`src/bca_pkg.sv`:
```
/*
 * Shared constants for the bipolar cell alert threshold block: register
 * indices, field layout, reset values and bus response codes.
 * Assumes a 32-bit AXI4-Lite register bus and 14-bit bipolar result codes.
 */
`default_nettype none

package bca_pkg;

	// ----------------------------------------------------------------
	// Field layout
	// ----------------------------------------------------------------
	localparam int LEVEL_W   = 14;
	localparam int FIELD_LSB = 2;
	localparam int FIELD_MSB = 15;
	localparam int ADDR_W    = 8;
	localparam int DATA_W    = 32;
	localparam int IDX_LSB   = 2;
	localparam int IDX_W     = 6;

	// ----------------------------------------------------------------
	// Register indices; the byte address is four times the index
	// ----------------------------------------------------------------
	localparam logic [IDX_W-1:0] IDX_OV_CLEAR = 6'h24;
	localparam logic [IDX_W-1:0] IDX_OV_SET   = 6'h25;
	localparam logic [IDX_W-1:0] IDX_UV_CLEAR = 6'h26;
	localparam logic [IDX_W-1:0] IDX_UV_SET   = 6'h27;
	localparam logic [IDX_W-1:0] IDX_IRQ_STAT = 6'h30;
	localparam logic [IDX_W-1:0] IDX_IRQ_MASK = 6'h31;
	localparam logic [IDX_W-1:0] IDX_ALERTS   = 6'h32;

	// ----------------------------------------------------------------
	// Reset values of the threshold fields
	// ----------------------------------------------------------------
	localparam logic [LEVEL_W-1:0] OV_CLEAR_RST = 14'h3fff;
	localparam logic [LEVEL_W-1:0] OV_SET_RST   = 14'h3fff;
	localparam logic [LEVEL_W-1:0] UV_CLEAR_RST = 14'h0000;
	localparam logic [LEVEL_W-1:0] UV_SET_RST   = 14'h0000;

	// ----------------------------------------------------------------
	// Event bits in status and mask
	// ----------------------------------------------------------------
	localparam int EVT_W  = 2;
	localparam int EVT_OV = 0;
	localparam int EVT_UV = 1;

	localparam logic [1:0] RESP_OKAY   = 2'h0;
	localparam logic [1:0] RESP_SLVERR = 2'h2;

endpackage

`default_nettype wire

```
`src/bca_axil_slave.sv`:
```
/*
 * AXI4-Lite slave front end. Takes write address and data in either order,
 * issues one write strobe to the register file, and answers reads from a
 * combinational read port of the register file.
 * Assumes the register file decodes within the same cycle.
 */
`timescale 1ns/1ns
`default_nettype none

module bca_axil_slave #(
	parameter int AW = bca_pkg::ADDR_W,
	parameter int DW = bca_pkg::DATA_W
) (
	input  wire logic          clk_i,
	input  wire logic          rst_i,
	input  wire logic [AW-1:0] awaddr_i,
	input  wire logic          awvalid_i,
	output logic               awready_o,
	input  wire logic [DW-1:0] wdata_i,
	input  wire logic [DW/8-1:0] wstrb_i,
	input  wire logic          wvalid_i,
	output logic               wready_o,
	output logic [1:0]         bresp_o,
	output logic               bvalid_o,
	input  wire logic          bready_i,
	input  wire logic [AW-1:0] araddr_i,
	input  wire logic          arvalid_i,
	output logic               arready_o,
	output logic [DW-1:0]      rdata_o,
	output logic [1:0]         rresp_o,
	output logic               rvalid_o,
	input  wire logic          rready_i,
	output logic               wr_en_o,
	output logic [AW-1:0]      wr_addr_o,
	output logic [DW-1:0]      wr_data_o,
	output logic [DW/8-1:0]    wr_strb_o,
	input  wire logic          wr_hit_i,
	output logic [AW-1:0]      rd_addr_o,
	input  wire logic [DW-1:0] rd_data_i,
	input  wire logic          rd_hit_i
);

	if (DW != 32) begin : g_dw_check
		$error("bca_axil_slave supports 32-bit data only");
	end

	logic            aw_full_q, aw_full_d, w_full_q, w_full_d;
	logic [AW-1:0]   awaddr_q, awaddr_d;
	logic [DW-1:0]   wdata_q, wdata_d;
	logic [DW/8-1:0] wstrb_q, wstrb_d;
	logic            bvalid_q, bvalid_d, rvalid_q, rvalid_d;
	logic [1:0]      bresp_q, bresp_d, rresp_q, rresp_d;
	logic [DW-1:0]   rdata_q, rdata_d;
	logic            aw_hs, w_hs, ar_hs;

	// ----------------------------------------------------------------
	// Write channel
	// ----------------------------------------------------------------
	assign awready_o = !aw_full_q && !bvalid_q;
	assign wready_o  = !w_full_q && !bvalid_q;
	assign aw_hs     = awvalid_i && awready_o;
	assign w_hs      = wvalid_i && wready_o;
	assign wr_addr_o = aw_full_q ? awaddr_q : awaddr_i;
	assign wr_data_o = w_full_q ? wdata_q : wdata_i;
	assign wr_strb_o = w_full_q ? wstrb_q : wstrb_i;
	assign wr_en_o   = (aw_full_q || aw_hs) && (w_full_q || w_hs);

	always_comb begin
		aw_full_d = aw_full_q;
		w_full_d  = w_full_q;
		awaddr_d  = awaddr_q;
		wdata_d   = wdata_q;
		wstrb_d   = wstrb_q;
		bvalid_d  = bvalid_q;
		bresp_d   = bresp_q;
		if (aw_hs) begin
			aw_full_d = 1'b1;
			awaddr_d  = awaddr_i;
		end
		if (w_hs) begin
			w_full_d = 1'b1;
			wdata_d  = wdata_i;
			wstrb_d  = wstrb_i;
		end
		if (wr_en_o) begin
			aw_full_d = 1'b0;
			w_full_d  = 1'b0;
			bvalid_d  = 1'b1;
			bresp_d   = wr_hit_i ? bca_pkg::RESP_OKAY : bca_pkg::RESP_SLVERR;
		end else if (bvalid_q && bready_i) begin
			bvalid_d = 1'b0;
		end
	end

	// ----------------------------------------------------------------
	// Read channel
	// ----------------------------------------------------------------
	assign arready_o = !rvalid_q;
	assign ar_hs     = arvalid_i && arready_o;
	assign rd_addr_o = araddr_i;

	always_comb begin
		rvalid_d = rvalid_q;
		rdata_d  = rdata_q;
		rresp_d  = rresp_q;
		if (ar_hs) begin
			rvalid_d = 1'b1;
			rdata_d  = rd_hit_i ? rd_data_i : '0;
			rresp_d  = rd_hit_i ? bca_pkg::RESP_OKAY : bca_pkg::RESP_SLVERR;
		end else if (rvalid_q && rready_i) begin
			rvalid_d = 1'b0;
		end
	end

	always_ff @(posedge clk_i or posedge rst_i) begin
		if (rst_i) begin
			aw_full_q <= 1'b0;
			w_full_q  <= 1'b0;
			awaddr_q  <= '0;
			wdata_q   <= '0;
			wstrb_q   <= '0;
			bvalid_q  <= 1'b0;
			bresp_q   <= bca_pkg::RESP_OKAY;
			rvalid_q  <= 1'b0;
			rdata_q   <= '0;
			rresp_q   <= bca_pkg::RESP_OKAY;
		end else begin
			aw_full_q <= aw_full_d;
			w_full_q  <= w_full_d;
			awaddr_q  <= awaddr_d;
			wdata_q   <= wdata_d;
			wstrb_q   <= wstrb_d;
			bvalid_q  <= bvalid_d;
			bresp_q   <= bresp_d;
			rvalid_q  <= rvalid_d;
			rdata_q   <= rdata_d;
			rresp_q   <= rresp_d;
		end
	end

	assign bvalid_o = bvalid_q;
	assign bresp_o  = bresp_q;
	assign rvalid_o = rvalid_q;
	assign rdata_o  = rdata_q;
	assign rresp_o  = rresp_q;

endmodule

`default_nettype wire

```
`src/bca_hyst_cmp.sv`:
```
/*
 * One hysteresis alert: sets when a result passes the set level, clears when
 * it returns to the clear level, holds otherwise. LOW_SIDE mirrors the codes so
 * that the same logic serves an undervoltage alert.
 * Assumes result codes order from 0 (lowest) to all ones (highest).
 */
`timescale 1ns/1ns
`default_nettype none

module bca_hyst_cmp #(
	parameter int W        = bca_pkg::LEVEL_W,
	parameter bit LOW_SIDE = 1'b0
) (
	input  wire logic         clk_i,
	input  wire logic         rst_i,
	input  wire logic         sample_i,
	input  wire logic [W-1:0] value_i,
	input  wire logic [W-1:0] set_level_i,
	input  wire logic [W-1:0] clear_level_i,
	output logic              alert_o,
	output logic              rise_o
);

	logic [W-1:0] v, s, c;
	logic         alert_q, alert_d, rise_q, rise_d;

	// Mirroring turns "below set" into "above set" for the low side.
	assign v = LOW_SIDE ? ~value_i : value_i;
	assign s = LOW_SIDE ? ~set_level_i : set_level_i;
	assign c = LOW_SIDE ? ~clear_level_i : clear_level_i;

	always_comb begin
		alert_d = alert_q;
		if (sample_i) begin
			// Strictly beyond the set level asserts, so the extreme code disables.
			if (v > s) begin
				alert_d = 1'b1;
			end else if (v <= c) begin
				alert_d = 1'b0;
			end
		end
		rise_d = alert_d && !alert_q;
	end

	always_ff @(posedge clk_i or posedge rst_i) begin
		if (rst_i) begin
			alert_q <= 1'b0;
			rise_q  <= 1'b0;
		end else begin
			alert_q <= alert_d;
			rise_q  <= rise_d;
		end
	end

	assign alert_o = alert_q;
	assign rise_o  = rise_q;

endmodule

`default_nettype wire

```
`src/bca_top.sv`:
```
/*
 * Bipolar cell alert thresholds: four threshold registers on AXI4-Lite, the
 * hysteresis compare for overvoltage and undervoltage, and an interrupt from
 * sticky alert-rise events.
 * Assumes results arrive on the same clock with a one-cycle valid strobe.
 */
// Notes on behaviour
// - Overvoltage clear level register, index 0x24, field 15:2, resets 0x3fff.
// - Overvoltage alert drops when a bipolar result is at or below clear level.
// - Overvoltage set level register, index 0x25, resets 0x3fff.
// - Overvoltage alert rises when a bipolar result exceeds the 14-bit set level.
// - Set level 0x3fff disables overvoltage checking since nothing exceeds it.
// - Threshold fields use the same bipolar code as the measured results.
// - Undervoltage clear level register, index 0x26, field 15:2, resets 0x0000.
// - Undervoltage alert drops when a bipolar result is at or above clear level.
// - Undervoltage alert rises below set level; set level 0x0000 disables it.
`timescale 1ns/1ns
`default_nettype none

module bca_top (
	input  wire logic                            CLK_I,
	input  wire logic                            RST_I,
	input  wire logic [bca_pkg::ADDR_W-1:0]      S_AXI_AWADDR_I,
	input  wire logic                            S_AXI_AWVALID_I,
	output logic                                 S_AXI_AWREADY_O,
	input  wire logic [bca_pkg::DATA_W-1:0]      S_AXI_WDATA_I,
	input  wire logic [bca_pkg::DATA_W/8-1:0]    S_AXI_WSTRB_I,
	input  wire logic                            S_AXI_WVALID_I,
	output logic                                 S_AXI_WREADY_O,
	output logic [1:0]                           S_AXI_BRESP_O,
	output logic                                 S_AXI_BVALID_O,
	input  wire logic                            S_AXI_BREADY_I,
	input  wire logic [bca_pkg::ADDR_W-1:0]      S_AXI_ARADDR_I,
	input  wire logic                            S_AXI_ARVALID_I,
	output logic                                 S_AXI_ARREADY_O,
	output logic [bca_pkg::DATA_W-1:0]           S_AXI_RDATA_O,
	output logic [1:0]                           S_AXI_RRESP_O,
	output logic                                 S_AXI_RVALID_O,
	input  wire logic                            S_AXI_RREADY_I,
	input  wire logic                            MEAS_VALID_I,
	input  wire logic                            MEAS_BIPOLAR_I,
	input  wire logic [bca_pkg::LEVEL_W-1:0]     MEAS_CODE_I,
	output logic                                 CELL_OVERVOLTAGE_ALERT_O,
	output logic                                 CELL_UNDERVOLTAGE_ALERT_O,
	output logic                                 IRQ_O
);

	localparam int LW = bca_pkg::LEVEL_W;
	localparam int DW = bca_pkg::DATA_W;
	localparam int AW = bca_pkg::ADDR_W;
	localparam int EW = bca_pkg::EVT_W;

	logic          wr_en, wr_hit, rd_hit;
	logic [AW-1:0] wr_addr, rd_addr;
	logic [DW-1:0] wr_data, rd_data;
	logic [DW/8-1:0] wr_strb;

	logic [LW-1:0] ov_clear_q, ov_clear_d, ov_set_q, ov_set_d;
	logic [LW-1:0] uv_clear_q, uv_clear_d, uv_set_q, uv_set_d;
	logic [EW-1:0] stat_q, stat_d, mask_q, mask_d, evt;
	logic          ov_alert, uv_alert, sample;

	// ----------------------------------------------------------------
	// Helpers
	// ----------------------------------------------------------------
	function automatic logic [bca_pkg::IDX_W-1:0] reg_index(input logic [AW-1:0] a);
		reg_index = a[bca_pkg::IDX_LSB +: bca_pkg::IDX_W];
	endfunction

	function automatic logic is_mapped(input logic [AW-1:0] a);
		unique case (reg_index(a))
			bca_pkg::IDX_OV_CLEAR, bca_pkg::IDX_OV_SET,
			bca_pkg::IDX_UV_CLEAR, bca_pkg::IDX_UV_SET,
			bca_pkg::IDX_IRQ_STAT, bca_pkg::IDX_IRQ_MASK,
			bca_pkg::IDX_ALERTS: is_mapped = 1'b1;
			default: is_mapped = 1'b0;
		endcase
	endfunction

	// Merges a write into a threshold field; only lanes 0 and 1 carry it.
	function automatic logic [LW-1:0] merge_level(input logic [LW-1:0] old,
		input logic [DW-1:0] d, input logic [DW/8-1:0] strb);
		logic [15:0] w;
		w = {old, 2'h0};
		if (strb[0]) begin
			w[7:0] = d[7:0];
		end
		if (strb[1]) begin
			w[15:8] = d[15:8];
		end
		merge_level = w[bca_pkg::FIELD_MSB:bca_pkg::FIELD_LSB];
	endfunction

	// ----------------------------------------------------------------
	// Bus front end
	// ----------------------------------------------------------------
	bca_axil_slave #(
		.AW(AW),
		.DW(DW)
	) u_bus (
		.clk_i    (CLK_I),
		.rst_i    (RST_I),
		.awaddr_i (S_AXI_AWADDR_I),
		.awvalid_i(S_AXI_AWVALID_I),
		.awready_o(S_AXI_AWREADY_O),
		.wdata_i  (S_AXI_WDATA_I),
		.wstrb_i  (S_AXI_WSTRB_I),
		.wvalid_i (S_AXI_WVALID_I),
		.wready_o (S_AXI_WREADY_O),
		.bresp_o  (S_AXI_BRESP_O),
		.bvalid_o (S_AXI_BVALID_O),
		.bready_i (S_AXI_BREADY_I),
		.araddr_i (S_AXI_ARADDR_I),
		.arvalid_i(S_AXI_ARVALID_I),
		.arready_o(S_AXI_ARREADY_O),
		.rdata_o  (S_AXI_RDATA_O),
		.rresp_o  (S_AXI_RRESP_O),
		.rvalid_o (S_AXI_RVALID_O),
		.rready_i (S_AXI_RREADY_I),
		.wr_en_o  (wr_en),
		.wr_addr_o(wr_addr),
		.wr_data_o(wr_data),
		.wr_strb_o(wr_strb),
		.wr_hit_i (wr_hit),
		.rd_addr_o(rd_addr),
		.rd_data_i(rd_data),
		.rd_hit_i (rd_hit)
	);

	assign wr_hit = is_mapped(wr_addr);
	assign rd_hit = is_mapped(rd_addr);

	// ----------------------------------------------------------------
	// Register file
	// ----------------------------------------------------------------
	always_comb begin
		ov_clear_d = ov_clear_q;
		ov_set_d   = ov_set_q;
		uv_clear_d = uv_clear_q;
		uv_set_d   = uv_set_q;
		mask_d     = mask_q;
		stat_d     = stat_q;
		if (wr_en) begin
			unique case (reg_index(wr_addr))
				bca_pkg::IDX_OV_CLEAR: ov_clear_d = merge_level(ov_clear_q, wr_data, wr_strb);
				bca_pkg::IDX_OV_SET:   ov_set_d   = merge_level(ov_set_q, wr_data, wr_strb);
				bca_pkg::IDX_UV_CLEAR: uv_clear_d = merge_level(uv_clear_q, wr_data, wr_strb);
				bca_pkg::IDX_UV_SET:   uv_set_d   = merge_level(uv_set_q, wr_data, wr_strb);
				bca_pkg::IDX_IRQ_MASK: begin
					if (wr_strb[0]) begin
						mask_d = wr_data[EW-1:0];
					end
				end
				bca_pkg::IDX_IRQ_STAT: begin
					if (wr_strb[0]) begin
						stat_d = stat_q & ~wr_data[EW-1:0];
					end
				end
				default: ;
			endcase
		end
		// A rise in the clearing cycle is kept: set wins over the clear.
		stat_d = stat_d | evt;
	end

	always_ff @(posedge CLK_I or posedge RST_I) begin
		if (RST_I) begin
			ov_clear_q <= bca_pkg::OV_CLEAR_RST;
			ov_set_q   <= bca_pkg::OV_SET_RST;
			uv_clear_q <= bca_pkg::UV_CLEAR_RST;
			uv_set_q   <= bca_pkg::UV_SET_RST;
			mask_q     <= '0;
			stat_q     <= '0;
		end else begin
			ov_clear_q <= ov_clear_d;
			ov_set_q   <= ov_set_d;
			uv_clear_q <= uv_clear_d;
			uv_set_q   <= uv_set_d;
			mask_q     <= mask_d;
			stat_q     <= stat_d;
		end
	end

	// ----------------------------------------------------------------
	// Read mux
	// ----------------------------------------------------------------
	always_comb begin
		rd_data = '0;
		unique case (reg_index(rd_addr))
			bca_pkg::IDX_OV_CLEAR: rd_data[bca_pkg::FIELD_MSB:bca_pkg::FIELD_LSB] = ov_clear_q;
			bca_pkg::IDX_OV_SET:   rd_data[bca_pkg::FIELD_MSB:bca_pkg::FIELD_LSB] = ov_set_q;
			bca_pkg::IDX_UV_CLEAR: rd_data[bca_pkg::FIELD_MSB:bca_pkg::FIELD_LSB] = uv_clear_q;
			bca_pkg::IDX_UV_SET:   rd_data[bca_pkg::FIELD_MSB:bca_pkg::FIELD_LSB] = uv_set_q;
			bca_pkg::IDX_IRQ_STAT: rd_data[EW-1:0] = stat_q;
			bca_pkg::IDX_IRQ_MASK: rd_data[EW-1:0] = mask_q;
			bca_pkg::IDX_ALERTS: begin
				rd_data[bca_pkg::EVT_OV] = ov_alert;
				rd_data[bca_pkg::EVT_UV] = uv_alert;
			end
			default: ;
		endcase
	end

	// ----------------------------------------------------------------
	// Alert compare
	// ----------------------------------------------------------------
	// Unipolar results belong to other thresholds and leave these alerts alone.
	assign sample = MEAS_VALID_I && MEAS_BIPOLAR_I;

	bca_hyst_cmp #(
		.W       (LW),
		.LOW_SIDE(1'b0)
	) u_ov (
		.clk_i        (CLK_I),
		.rst_i        (RST_I),
		.sample_i     (sample),
		.value_i      (MEAS_CODE_I),
		.set_level_i  (ov_set_q),
		.clear_level_i(ov_clear_q),
		.alert_o      (ov_alert),
		.rise_o       (evt[bca_pkg::EVT_OV])
	);

	bca_hyst_cmp #(
		.W       (LW),
		.LOW_SIDE(1'b1)
	) u_uv (
		.clk_i        (CLK_I),
		.rst_i        (RST_I),
		.sample_i     (sample),
		.value_i      (MEAS_CODE_I),
		.set_level_i  (uv_set_q),
		.clear_level_i(uv_clear_q),
		.alert_o      (uv_alert),
		.rise_o       (evt[bca_pkg::EVT_UV])
	);

	assign CELL_OVERVOLTAGE_ALERT_O  = ov_alert;
	assign CELL_UNDERVOLTAGE_ALERT_O = uv_alert;
	assign IRQ_O                     = |(stat_q & mask_q);

endmodule

`default_nettype wire

```
`config.mk`:
```
export PLATFORM = sky130hd
export DESIGN_NAME = bca_top
export DESIGN_NICKNAME = d
export VERILOG_FILES = /design/src/bca_pkg.sv /design/src/bca_axil_slave.sv /design/src/bca_hyst_cmp.sv /design/src/bca_top.sv
export SDC_FILE = /design/constraint.sdc
export NUM_CORES = 1
export LEC_CHECK = 0
export ABC_AREA = 1
export BUFFER_PORTS_ARGS = -buffer_cell sky130_fd_sc_hd__buf_2
export CAP_MARGIN = 10
export CORE_AREA = 2 2 166 168
export DETAILED_ROUTE_END_ITERATION = 8
export DIE_AREA = 0 0 168 170
export HOLD_SLACK_MARGIN = 0.03
export PLACE_DENSITY_LB_ADDON = 0.3
export SLEW_MARGIN = 15
export SYNTH_ARGS = -nofsm -noshare
export SYNTH_HDL_FRONTEND = slang
export SYNTH_SLANG_ARGS = --single-unit
export TNS_END_PERCENT = 100
```
`constraint.sdc`:
```
create_clock -name CLK_I -period 5.35 [get_ports CLK_I]
set_clock_uncertainty 0.2 [all_clocks]
set_input_delay 0.535 -clock CLK_I [delete_from_list [all_inputs] [get_ports CLK_I]]
set_output_delay 0.535 -clock CLK_I [all_outputs]
set_load 0.01 [all_outputs]
```
==> impl_metrics.ini, run 1 <==
[drt]
firstDrtPassIters = 7
wl_per_cell_um = 13.6
drc = 0
drt-initial-drc-count = 314
drt-vias-per-instance = 4.24
wirelength_mm = 17.1
dr_total_vias = 5307
antenna_left = 0

[global_routing]
grt_pass1_vias = 5027
grt_pass1_wl_mm = 27.8
grt_usage_pct = 12.5
grt.overflow.total = 0
antenna_found_initial = 0
grt_max_degree = 70

[clocking]
cts_tree = built
clockBufferDepth = 2
cts.sinks = 110
post_cts_resized = 0
cts_buffers = 9
cts.htree.levels = 3
post-cts-setup-buffer-count = 0
cts_hold_buf = 0
insertion_delay_ns = 0.36
clk_pin_slew_worst_paths_ns = 0.08
clock-root-buffer = clkbuf_16

[timing]
fin_ws_ns = 3.06
slew_headroom_pct = 24.3
hold_viol = 0
timing.fmax_mhz = 437
drv_slew = 0
min_period_ns = 2.29
fin_crit_sh_pct = 42.7
setup_viol = 0
tightestPinTransition_ns = 1.13
rsz0062_at_grt = false
setup-tns-final_ns = 0

[synthesis]
synth_area_leader_cell = dfrtp_1
ys_warn_count = 0
synth_area_um2 = 6600
synth_top_cell_area_share_pct = 31.1
synth-seq-cells = 110
ys_seq_area_share_pct = 42.2
ys_top_cells_by_area = dfrtp_1 31%, nand2_1 17%, dfstp_2 11%, ha_1 11%, inv_1 5.9%
synth_cell_types = 32
avgSynthCellArea_um2 = 7.87
syn_inst = 839

[floorplan]
core_um2 = 26700
dieArea_um2 = 28600
die_h_um = 170
start_util_pct = 24.8
rows = 60
die_x_um = 168
ios = 119

[pwr]
ir_drop_mv = 0.192
p_leak_uw = 0.00377
seq_power_share_pct = 44.7
power.switching_uw = 1130
p_sw_share_pct = 38.6
power.density_nw_per_um2 = 388
clockPowerShare_pct = 24.6
p_int_uw = 1790
pwr-share-comb_pct = 30.7

[placement]
post-place-ws_ns = 2.83
gp_congestion = 0.805
io_buffers = 78
hpwl_mm = 13.2

[critical_path]
cpMostUsedCell = nand2_4
path_cells = inv_2, nand2_4, nand2_4, nor2_4, nand3_1, nor2_1, o21ai_0
worstSetupStartpoint = u_bus.w_full_q
r2r-end = mask_q[0]
endpoint_kind = register
r2r_cells = 7
critical_path_class = register to register
endpoint = mask_q[0]
crit_fanout = 30
path_depth = 7
cp.arrival_ns = 2.33
critical_path_buf_inv_count = 1
cp_slowest_cell = dfrtp_1
cpLargestDelayFamily = simple AND/OR/NAND/NOR gates
cp.required_ns = 5.39
crit_path_max_incr_delay_ns = 0.66
r2r_slack_ns = 3.06
start_kind = register
crit-reg2reg-launch = u_bus.w_full_q

[cells_and_area]
utilization_pct = 28.2
fill_cells = 2889
area_growth_pct = 13.9
drive_gt1_share_pct = 16.9
n_antenna_cell = 0
final_cell_mix = 294 x nand2_1, 102 x inv_1, 82 x dfrtp_1, 78 x buf_2, 61 x o21ai_1
final_common_cell = nand2_1
fin_nets = 1038

[flow_run]
drv_cap = 0

[status]
status = finished clean

[min_path]
hold_class = primary input to register
==> cell usage after synthesis (all sizes together) <==
library cell	n
buf	34
and3	1
nor2	34
conb	1
inv	105
o211ai	2
o21ai	114
dfstp	28
ha	56
nand4	21
nor3	2
a31oi	1
nand3	14
mux2	1
mux2i	1
o22ai	1
a21oi	24
nor3b	3
nand2	307
dfrtp	82
clkbuf	7
==> power by group through the flow <==
stage	combinational (uW)	sequential, uW	clock, uW
6_report	896	1310	719
3_5_place_dp	907	1320	0
5_1_grt	1060	1340	772
2_1_floorplan	716	1240	0
3_3_place_gp	883	1320	0
4_1_cts	911	1300	750
==> metal layers <==
metal	global-route usage, %	wire length (um)
met1	19.2	9440
met2	17.6	6790
met3	2.47	682
met4	2.99	155
met5	0	0
==> worst min-delay path by stage <==
stage,to,cells past startpoint,start
global route,u_bus.bvalid_o,2,S_AXI_BREADY_I
global placement,stat_q[0],2,u_ov.rise_o
floorplan,stat_q[0],2,u_ov.rise_o
detailed placement,stat_q[1],2,u_uv.rise_o
CTS,u_bus.bvalid_o,2,S_AXI_BREADY_I
finish,u_bus.bvalid_o,2,S_AXI_BREADY_I
==> registers in the layout, summed over array words and instances (netlist names), 6 cells and up <==
| signal | count |
|---|---|
| uv_set_q | 14 |
| uv_clear_q | 14 |
| ov_clear_q | 14 |
| u_bus.awaddr_q | 6 |
| ov_set_q | 14 |
| u_bus.wdata_q | 16 |
| u_bus.rdata_o | 16 |
==> final cells by class <==
| class | instances | area (um2) | share of cell area [%] |
|---|---|---|---|
| clock inverter | 7 | 90.1 | 1.20 |
| timing repair buffer | 81 | 413 | 5.49 |
| inverter | 105 | 397 | 5.27 |
| tap | 341 | 427 | 5.67 |
| clock buffer | 9 | 225 | 2.99 |
| sequential | 110 | 2790 | 37.1 |
| multi-input combinational | 600 | 3180 | 42.3 |
==> cells by family (layout without fill, tap and decap cells) <==
group           after synthesis  count (layout)  synth area share, %
simple gates                382             382                 25.2
buf+inv                     146             202                 10.6
compound gates              142             142                 11.0
flops                       110             110                 42.2
fa+ha+maj                    56              56                 10.6
mux                           2               2                0.322
other cells                   1              18               0.0568
==> through the flow <==
| stage | total power [uW] | hold WS [ns] | instances | area (um2) |
|---|---|---|---|---|
| finish | 2920 | 0.136 | 1253 | 7520 |
| global route | 3170 | 0.141 | 1253 | 7520 |
| CTS | 2960 | 0.125 | 1253 | 7520 |
| detailed placement | 2220 | 0.224 | 1237 | 7210 |
| global placement | 2200 | 0.212 | 1237 | 7210 |
| floorplan | 1950 | 0.209 | 856 | 6670 |
No activity file was read; power rests on OpenSTA's default activity.
==> inputs of run 2 (changes only) <==
==> constraint.sdc (replaced) <==
create_clock -name CLK_I -period 1.9 [get_ports CLK_I]
set_clock_uncertainty 0.2 [all_clocks]
set_input_delay 0.19 -clock CLK_I [delete_from_list [all_inputs] [get_ports CLK_I]]
set_output_delay 0.19 -clock CLK_I [all_outputs]
set_load 0.01 [all_outputs]
==> run 2 against run 1 <==
  * Combinational power rose to 4.1 times the previous value
  * Hold slack worse by 0.091 ns
  * Critical path type unchanged
  * Highest routed layer unchanged
  * First-iteration DRC count up 15%
==> impl_metrics.ini, run 2 (synthesis results as in run 1) <==
[status]
status = finished clean

[critical_path]
endpoint_kind = register
r2r-end = ov_clear_q[10]
cp.required_ns = 2.00
start_kind = register
crit-reg2reg-launch = u_bus.aw_full_q
r2r_cells = 9
r2r_slack_ns = 0.02
crit_fanout = 8
cp.arrival_ns = 1.99
critical_path_class = register to register

[timing]
timing.fmax_mhz = 531
slew_headroom_pct = 64.7
drv_slew = 0
rsz0062_at_grt = true
setup_viol = 0
hold_viol = 0
min_period_ns = 1.88
tightestPinTransition_ns = 0.514
fin_crit_sh_pct = 99.2

[clocking]
cts_buffers = 9
clock-root-buffer = clkbuf_16
insertion_delay_ns = 0.37
cts.htree.levels = 3
cts_tree = built
clockBufferDepth = 2
cts.sinks = 110
clk_pin_slew_worst_paths_ns = 0.08

[floorplan]
die_x_um = 168
ios = 119
die_h_um = 170
core_um2 = 26700
rows = 60
dieArea_um2 = 28600
start_util_pct = 24.8

[placement]
placed_cell_area_um2 = 7490
post-place-cells = 1272
io_buffers = 78
gp_congestion = 0.793
hpwl_mm = 13.8

[pwr]
p_leak_uw = 0.00431
p_int_uw = 5640
ir_drop_mv = 0.623
power.switching_uw = 3640
pwr-share-comb_pct = 39.5
p_sw_share_pct = 39.3
clockPowerShare_pct = 21.0
seq_power_share_pct = 39.5
power.density_nw_per_um2 = 1050

[drt]
wirelength_mm = 19.1
dr_total_vias = 5738
wl_met2_mm = 7.62
top_layer_used = met4
routedLengthMet1_mm = 10.3
antenna_left = 0
firstDrtPassIters = 5
drt-vias-per-instance = 4.27
dr_wl_met3_um = 901
wl_per_cell_um = 14.2
drc = 0
drt-initial-drc-count = 361

[cells_and_area]
design_area_um2 = 8880
final_common_cell = nand2_1
n_antenna_cell = 0
multi_input_area_um2 = 3670
area_growth_pct = 34.4
fin_nets = 1129
drive_gt1_share_pct = 27.6
fill_cells = 2792
final-seq-area_um2 = 2790
final_cell_mix = 276 x nand2_1, 100 x inv_1, 81 x dfrtp_1, 78 x buf_2, 66 x o21ai_1
stdcell_count = 1344

[min_path]
min_to = u_bus.rresp_o[1]
min_path_cells = 4
hp-start = S_AXI_ARADDR_I[7]
hold_class = primary input to register

[global_routing]
grt_pass1_vias = 5240
grt_max_degree = 110
grt.overflow.total = 0
antenna_found_initial = 0
grt_pass1_wl_mm = 29.1
grt_usage_pct = 13.1

[flow_run]
drv_cap = 0
run 2: changes by cell type in the layout (fill, tap and decap cells not counted), sizes merged:
cell / previous run / this run
buf: 81 / 132
inv: 107 / 106
dlymetal6s4s: 0 / 1
bufinv: 1 / 0
nand2: 307 / 311
dlygate4sd3: 0 / 34
clkbuf: 9 / 11
clkinvlp: 0 / 1
run 2: through the flow:
stage	utilization, %	setup slack [ns]	power (uW)	TNS [ns]	hold WS [ns]
floorplan	-	0.0653	5500	0	0.0864
global placement	28.1	-0.0481	6570	-0.182	-0.122
detailed placement	28.1	-0.0505	6620	-0.261	-0.117
CTS	30.6	-0.0625	8690	-0.364	0.0588
global route	33.3	-0.0596	10000	-0.650	0.0868
finish	33.3	0.0157	9280	0	0.0445
run 2: power by group through the flow:
stage | clock, uW | combinational (uW) | sequential [uW]
detailed placement | 0 | 2980 | 3640
finish | 1950 | 3670 | 3660
floorplan | 0 | 2020 | 3490
CTS | 2020 | 3080 | 3600
global route | 2100 | 4170 | 3740
global placement | 0 | 2930 | 3640
run 2: metal layers:
metal | up-vias | track usage (%)
met5 | - | 0
met4 | 0 | 3.40
met3 | 15 | 2.74
met2 | 127 | 18.2
met1 | 2608 | 20.3
li1 | 2988 | -
run 2: worst max path at each step:
stage / startpoint / cells after the start / slack [ns] / endpoint
2_1_floorplan: u_bus.bvalid_o / 9 / 0.07 / uv_set_q[12]
3_3_place_gp: ov_clear_q[13] / 11 / -0.05 / u_ov.alert_o
3_5_place_dp: u_bus.w_full_q / 4 / -0.05 / uv_set_q[10]
4_1_cts: u_bus.w_full_q / 4 / -0.06 / uv_clear_q[11]
5_1_grt: u_bus.aw_full_q / 9 / -0.06 / ov_clear_q[10]
6_report: u_bus.aw_full_q / 9 / 0.02 / ov_clear_q[10]
run 2: what timing repair did:
action,in CTS,in global routing
setup endpoints to repair,9,155
hold buffers,35,0
endpoints found under the hold margin,111,0
pin swaps,0,26
gates resized for setup,2,109
cloned,0,5
buffers inserted,0,16
run 2: worst max-delay path, cell delays in order, from the launching register on:
cell and delay [ns]:
dfrtp_1 0.42, buf_6 0.18, nand2_4 0.07, o21ai_4 0.05, nor2_2 0.12, nand3_4 0.15, nor2_4 0.21, buf_12 0.15
nand2_8 0.09, o21ai_2 0.15
run 2: area by class of cell:
type | instances | area share [%]
inverter | 105 | 4.48
clock inverter | 6 | 0.733
sequential | 110 | 31.4
clock buffer | 10 | 2.69
timing repair buffer | 168 | 14.5
multi-input combinational | 604 | 41.3
tap | 341 | 4.81
==> inputs of run 3 (changes only) <==
--- a/config.mk
+++ b/config.mk
@@ -8,13 +8,15 @@
 export ABC_AREA = 1
 export BUFFER_PORTS_ARGS = -buffer_cell sky130_fd_sc_hd__buf_2
 export CAP_MARGIN = 10
-export CORE_AREA = 2 2 166 168
+export CORE_AREA = 2 2 190 192
+export CTS_CLUSTER_DIAMETER = 50
 export DETAILED_ROUTE_END_ITERATION = 8
-export DIE_AREA = 0 0 168 170
+export DIE_AREA = 0 0 192 194
 export HOLD_SLACK_MARGIN = 0.03
 export PLACE_DENSITY_LB_ADDON = 0.3
 export SLEW_MARGIN = 15
 export SYNTH_ARGS = -nofsm -noshare
 export SYNTH_HDL_FRONTEND = slang
+export SYNTH_HIERARCHICAL = 1
 export SYNTH_SLANG_ARGS = --single-unit
 export TNS_END_PERCENT = 100
==> run 3 against run 2 <==
  * The run now ends with setup timing left
  * Sequential share of layout area is 1.4 points lower
  * Critical path type unchanged
  * Largest cell class unchanged
  * Via count up 20%
  * Combinational power up 17%
==> impl_metrics.ini, run 3 <==
[placement]
io_buffers = 94
hpwl_mm = 17.1
placed_cell_area_um2 = 9040
post-place-ws_ns = -0.125
gp_congestion = 0.806

[drt]
drc = 0
drt-vias-per-instance = 4.09
dr_total_vias = 6866
wirelength_mm = 24.1
drt-initial-drc-count = 516
wl_per_cell_um = 14.4
firstDrtPassIters = 5
antenna_left = 0

[timing]
fin_ws_ns = -0.0474
drv_slew = 0
min_period_ns = 1.95
rsz0062_at_grt = true
timing.fmax_mhz = 514
hold_viol = 0
fin_crit_sh_pct = 102
setup_viol = 1

[floorplan]
ios = 119
start_util_pct = 21.7
die_x_um = 192
die_h_um = 194
rows = 69
dieArea_um2 = 37200
core_um2 = 35200

[cells_and_area]
area_growth_pct = 38.9
drive_gt1_share_pct = 30.9
largest_register_ffs = 32
fill_cells = 3824
final_cell_mix = 309 x nand2_1, 142 x inv_1, 97 x dfrtp_1, 93 x buf_2, 72 x buf_4
fin_nets = 1335
design_area_um2 = 10600
final_common_cell = nand2_1

[min_path]
hold_class = primary input to register

[synthesis]
ys_warn_count = 6
avgSynthCellArea_um2 = 7.70
synth_area_um2 = 7650
syn_inst = 994

[critical_path]
crit_fanout = 2
start_kind = register
critical_path_class = register to register
crit_path_max_incr_delay_ns = 0.54
critical_path_buf_inv_count = 2
cpMostUsedCell = nand2_2
cp.arrival_ns = 2.10
cp.required_ns = 2.05
endpoint_kind = register
cp_slowest_cell = dfstp_2
path_cells = inv_2, ha_4, nand4_1, nor3_2, buf_4, nand2_2, nand2_2, nand2_2, nor2_1
cpLargestDelayFamily = simple AND/OR/NAND/NOR gates

[clocking]
cts_buffers = 17
insertion_delay_ns = 0.43
clock-root-buffer = clkbuf_16
cts.htree.levels = 4
cts_tree = built
clk_pin_slew_worst_paths_ns = 0.06
cts.sinks = 126
clockBufferDepth = 2

[status]
status = complete, but fails checks
violations = setup timing

[pwr]
p_leak_uw = 0.00539
ir_drop_mv = 0.437
power.density_nw_per_um2 = 1090
fin_total_pwr_uw = 11600

[global_routing]
grt_max_degree = 61
antenna_found_initial = 1
grt_pass1_vias = 6455
grt_pass1_wl_mm = 36.6
grt.overflow.total = 0
grt_usage_pct = 12.8

[flow_run]
drv_cap = 0
## run 3: where the power goes
part / internal, uW / switching [uW] / total (uW)
combinational: 1840 / 2440 / 4290
sequential: 3420 / 444 / 3860
clock: 2090 / 1370 / 3470
total: 7350 / 4260 / 11600
## run 3: routing by layer
metal / vias to the layer above / GRT usage (%) / share of wire [%]
li1: 3551 / - / -
met1: 3147 / 18.6 / 49
met2: 154 / 19.2 / 45
met3: 14 / 2.24 / 4.3
met4: 0 / 3.85 / 1.2
met5: - / 0 / 0
## run 3: final cells by class
cell class,count,area (um2),share of cell area [%]
Sequential cell,126,3190,30.0
Timing Repair Buffer,218,1650,15.5
Clock inverter,14,179,1.68
Clock buffer,18,429,4.04
Inverter,159,606,5.69
Antenna cell,2,5.00,0.0471
Multi-Input combinational cell,682,4010,37.7
Tap cell,461,577,5.42
## run 3: final timing paths
check | start | endpoint | slack (ns) | depth (start not counted)
max | ov_set_q[12] | u_ov/rise_o | -0.05 | 9
min | S_AXI_ARADDR_I[4] | u_bus/rdata_o[1] | 0.10 | 6
max reg2reg | ov_set_q[12] | u_ov/rise_o | -0.05 | 9
min reg2reg | u_ov/rise_o | stat_q[0] | 0.25 | 2
max in group asynchronous | RST_I | u_ov/alert_o | 0.76 | 4
min in group asynchronous | RST_I | mask_q[0] | 0.22 | 4
## run 3: worst reg2reg max path: stages (launching register included)
cell and delay [ns]:
dfstp_2 0.54, inv_2 0.04, ha_4 0.26, nand4_1 0.20, nor3_2 0.20, buf_4 0.16, nand2_2 0.06, nand2_2 0.07
nand2_2 0.05, nor2_1 0.10
## run 3: through the flow
| stage | instances | TNS, ns | utilization (%) | hold slack, ns |
|---|---|---|---|---|
| final | 1680 | -0.0474 | 30.2 | 0.103 |
| after global routing | 1678 | -1.03 | 30.2 | 0.105 |
| after CTS | 1664 | -0.0740 | 28.8 | 0.0540 |
| after detailed placement | 1591 | -2.14 | 25.7 | -0.0978 |
| after global placement | 1591 | -1.39 | 25.7 | -0.0975 |
| after floorplan | 1010 | 0 | - | -0.269 |
## run 3: timing repair
item                                    CTS  global route
resized for setup                        22            99
hold buffers                             33             0
setup buffers                             7            11
endpoints found under the hold margin   166             0
endpoints found under the setup margin   50            65
gates cloned                              1             3
pin swaps                                 7            29
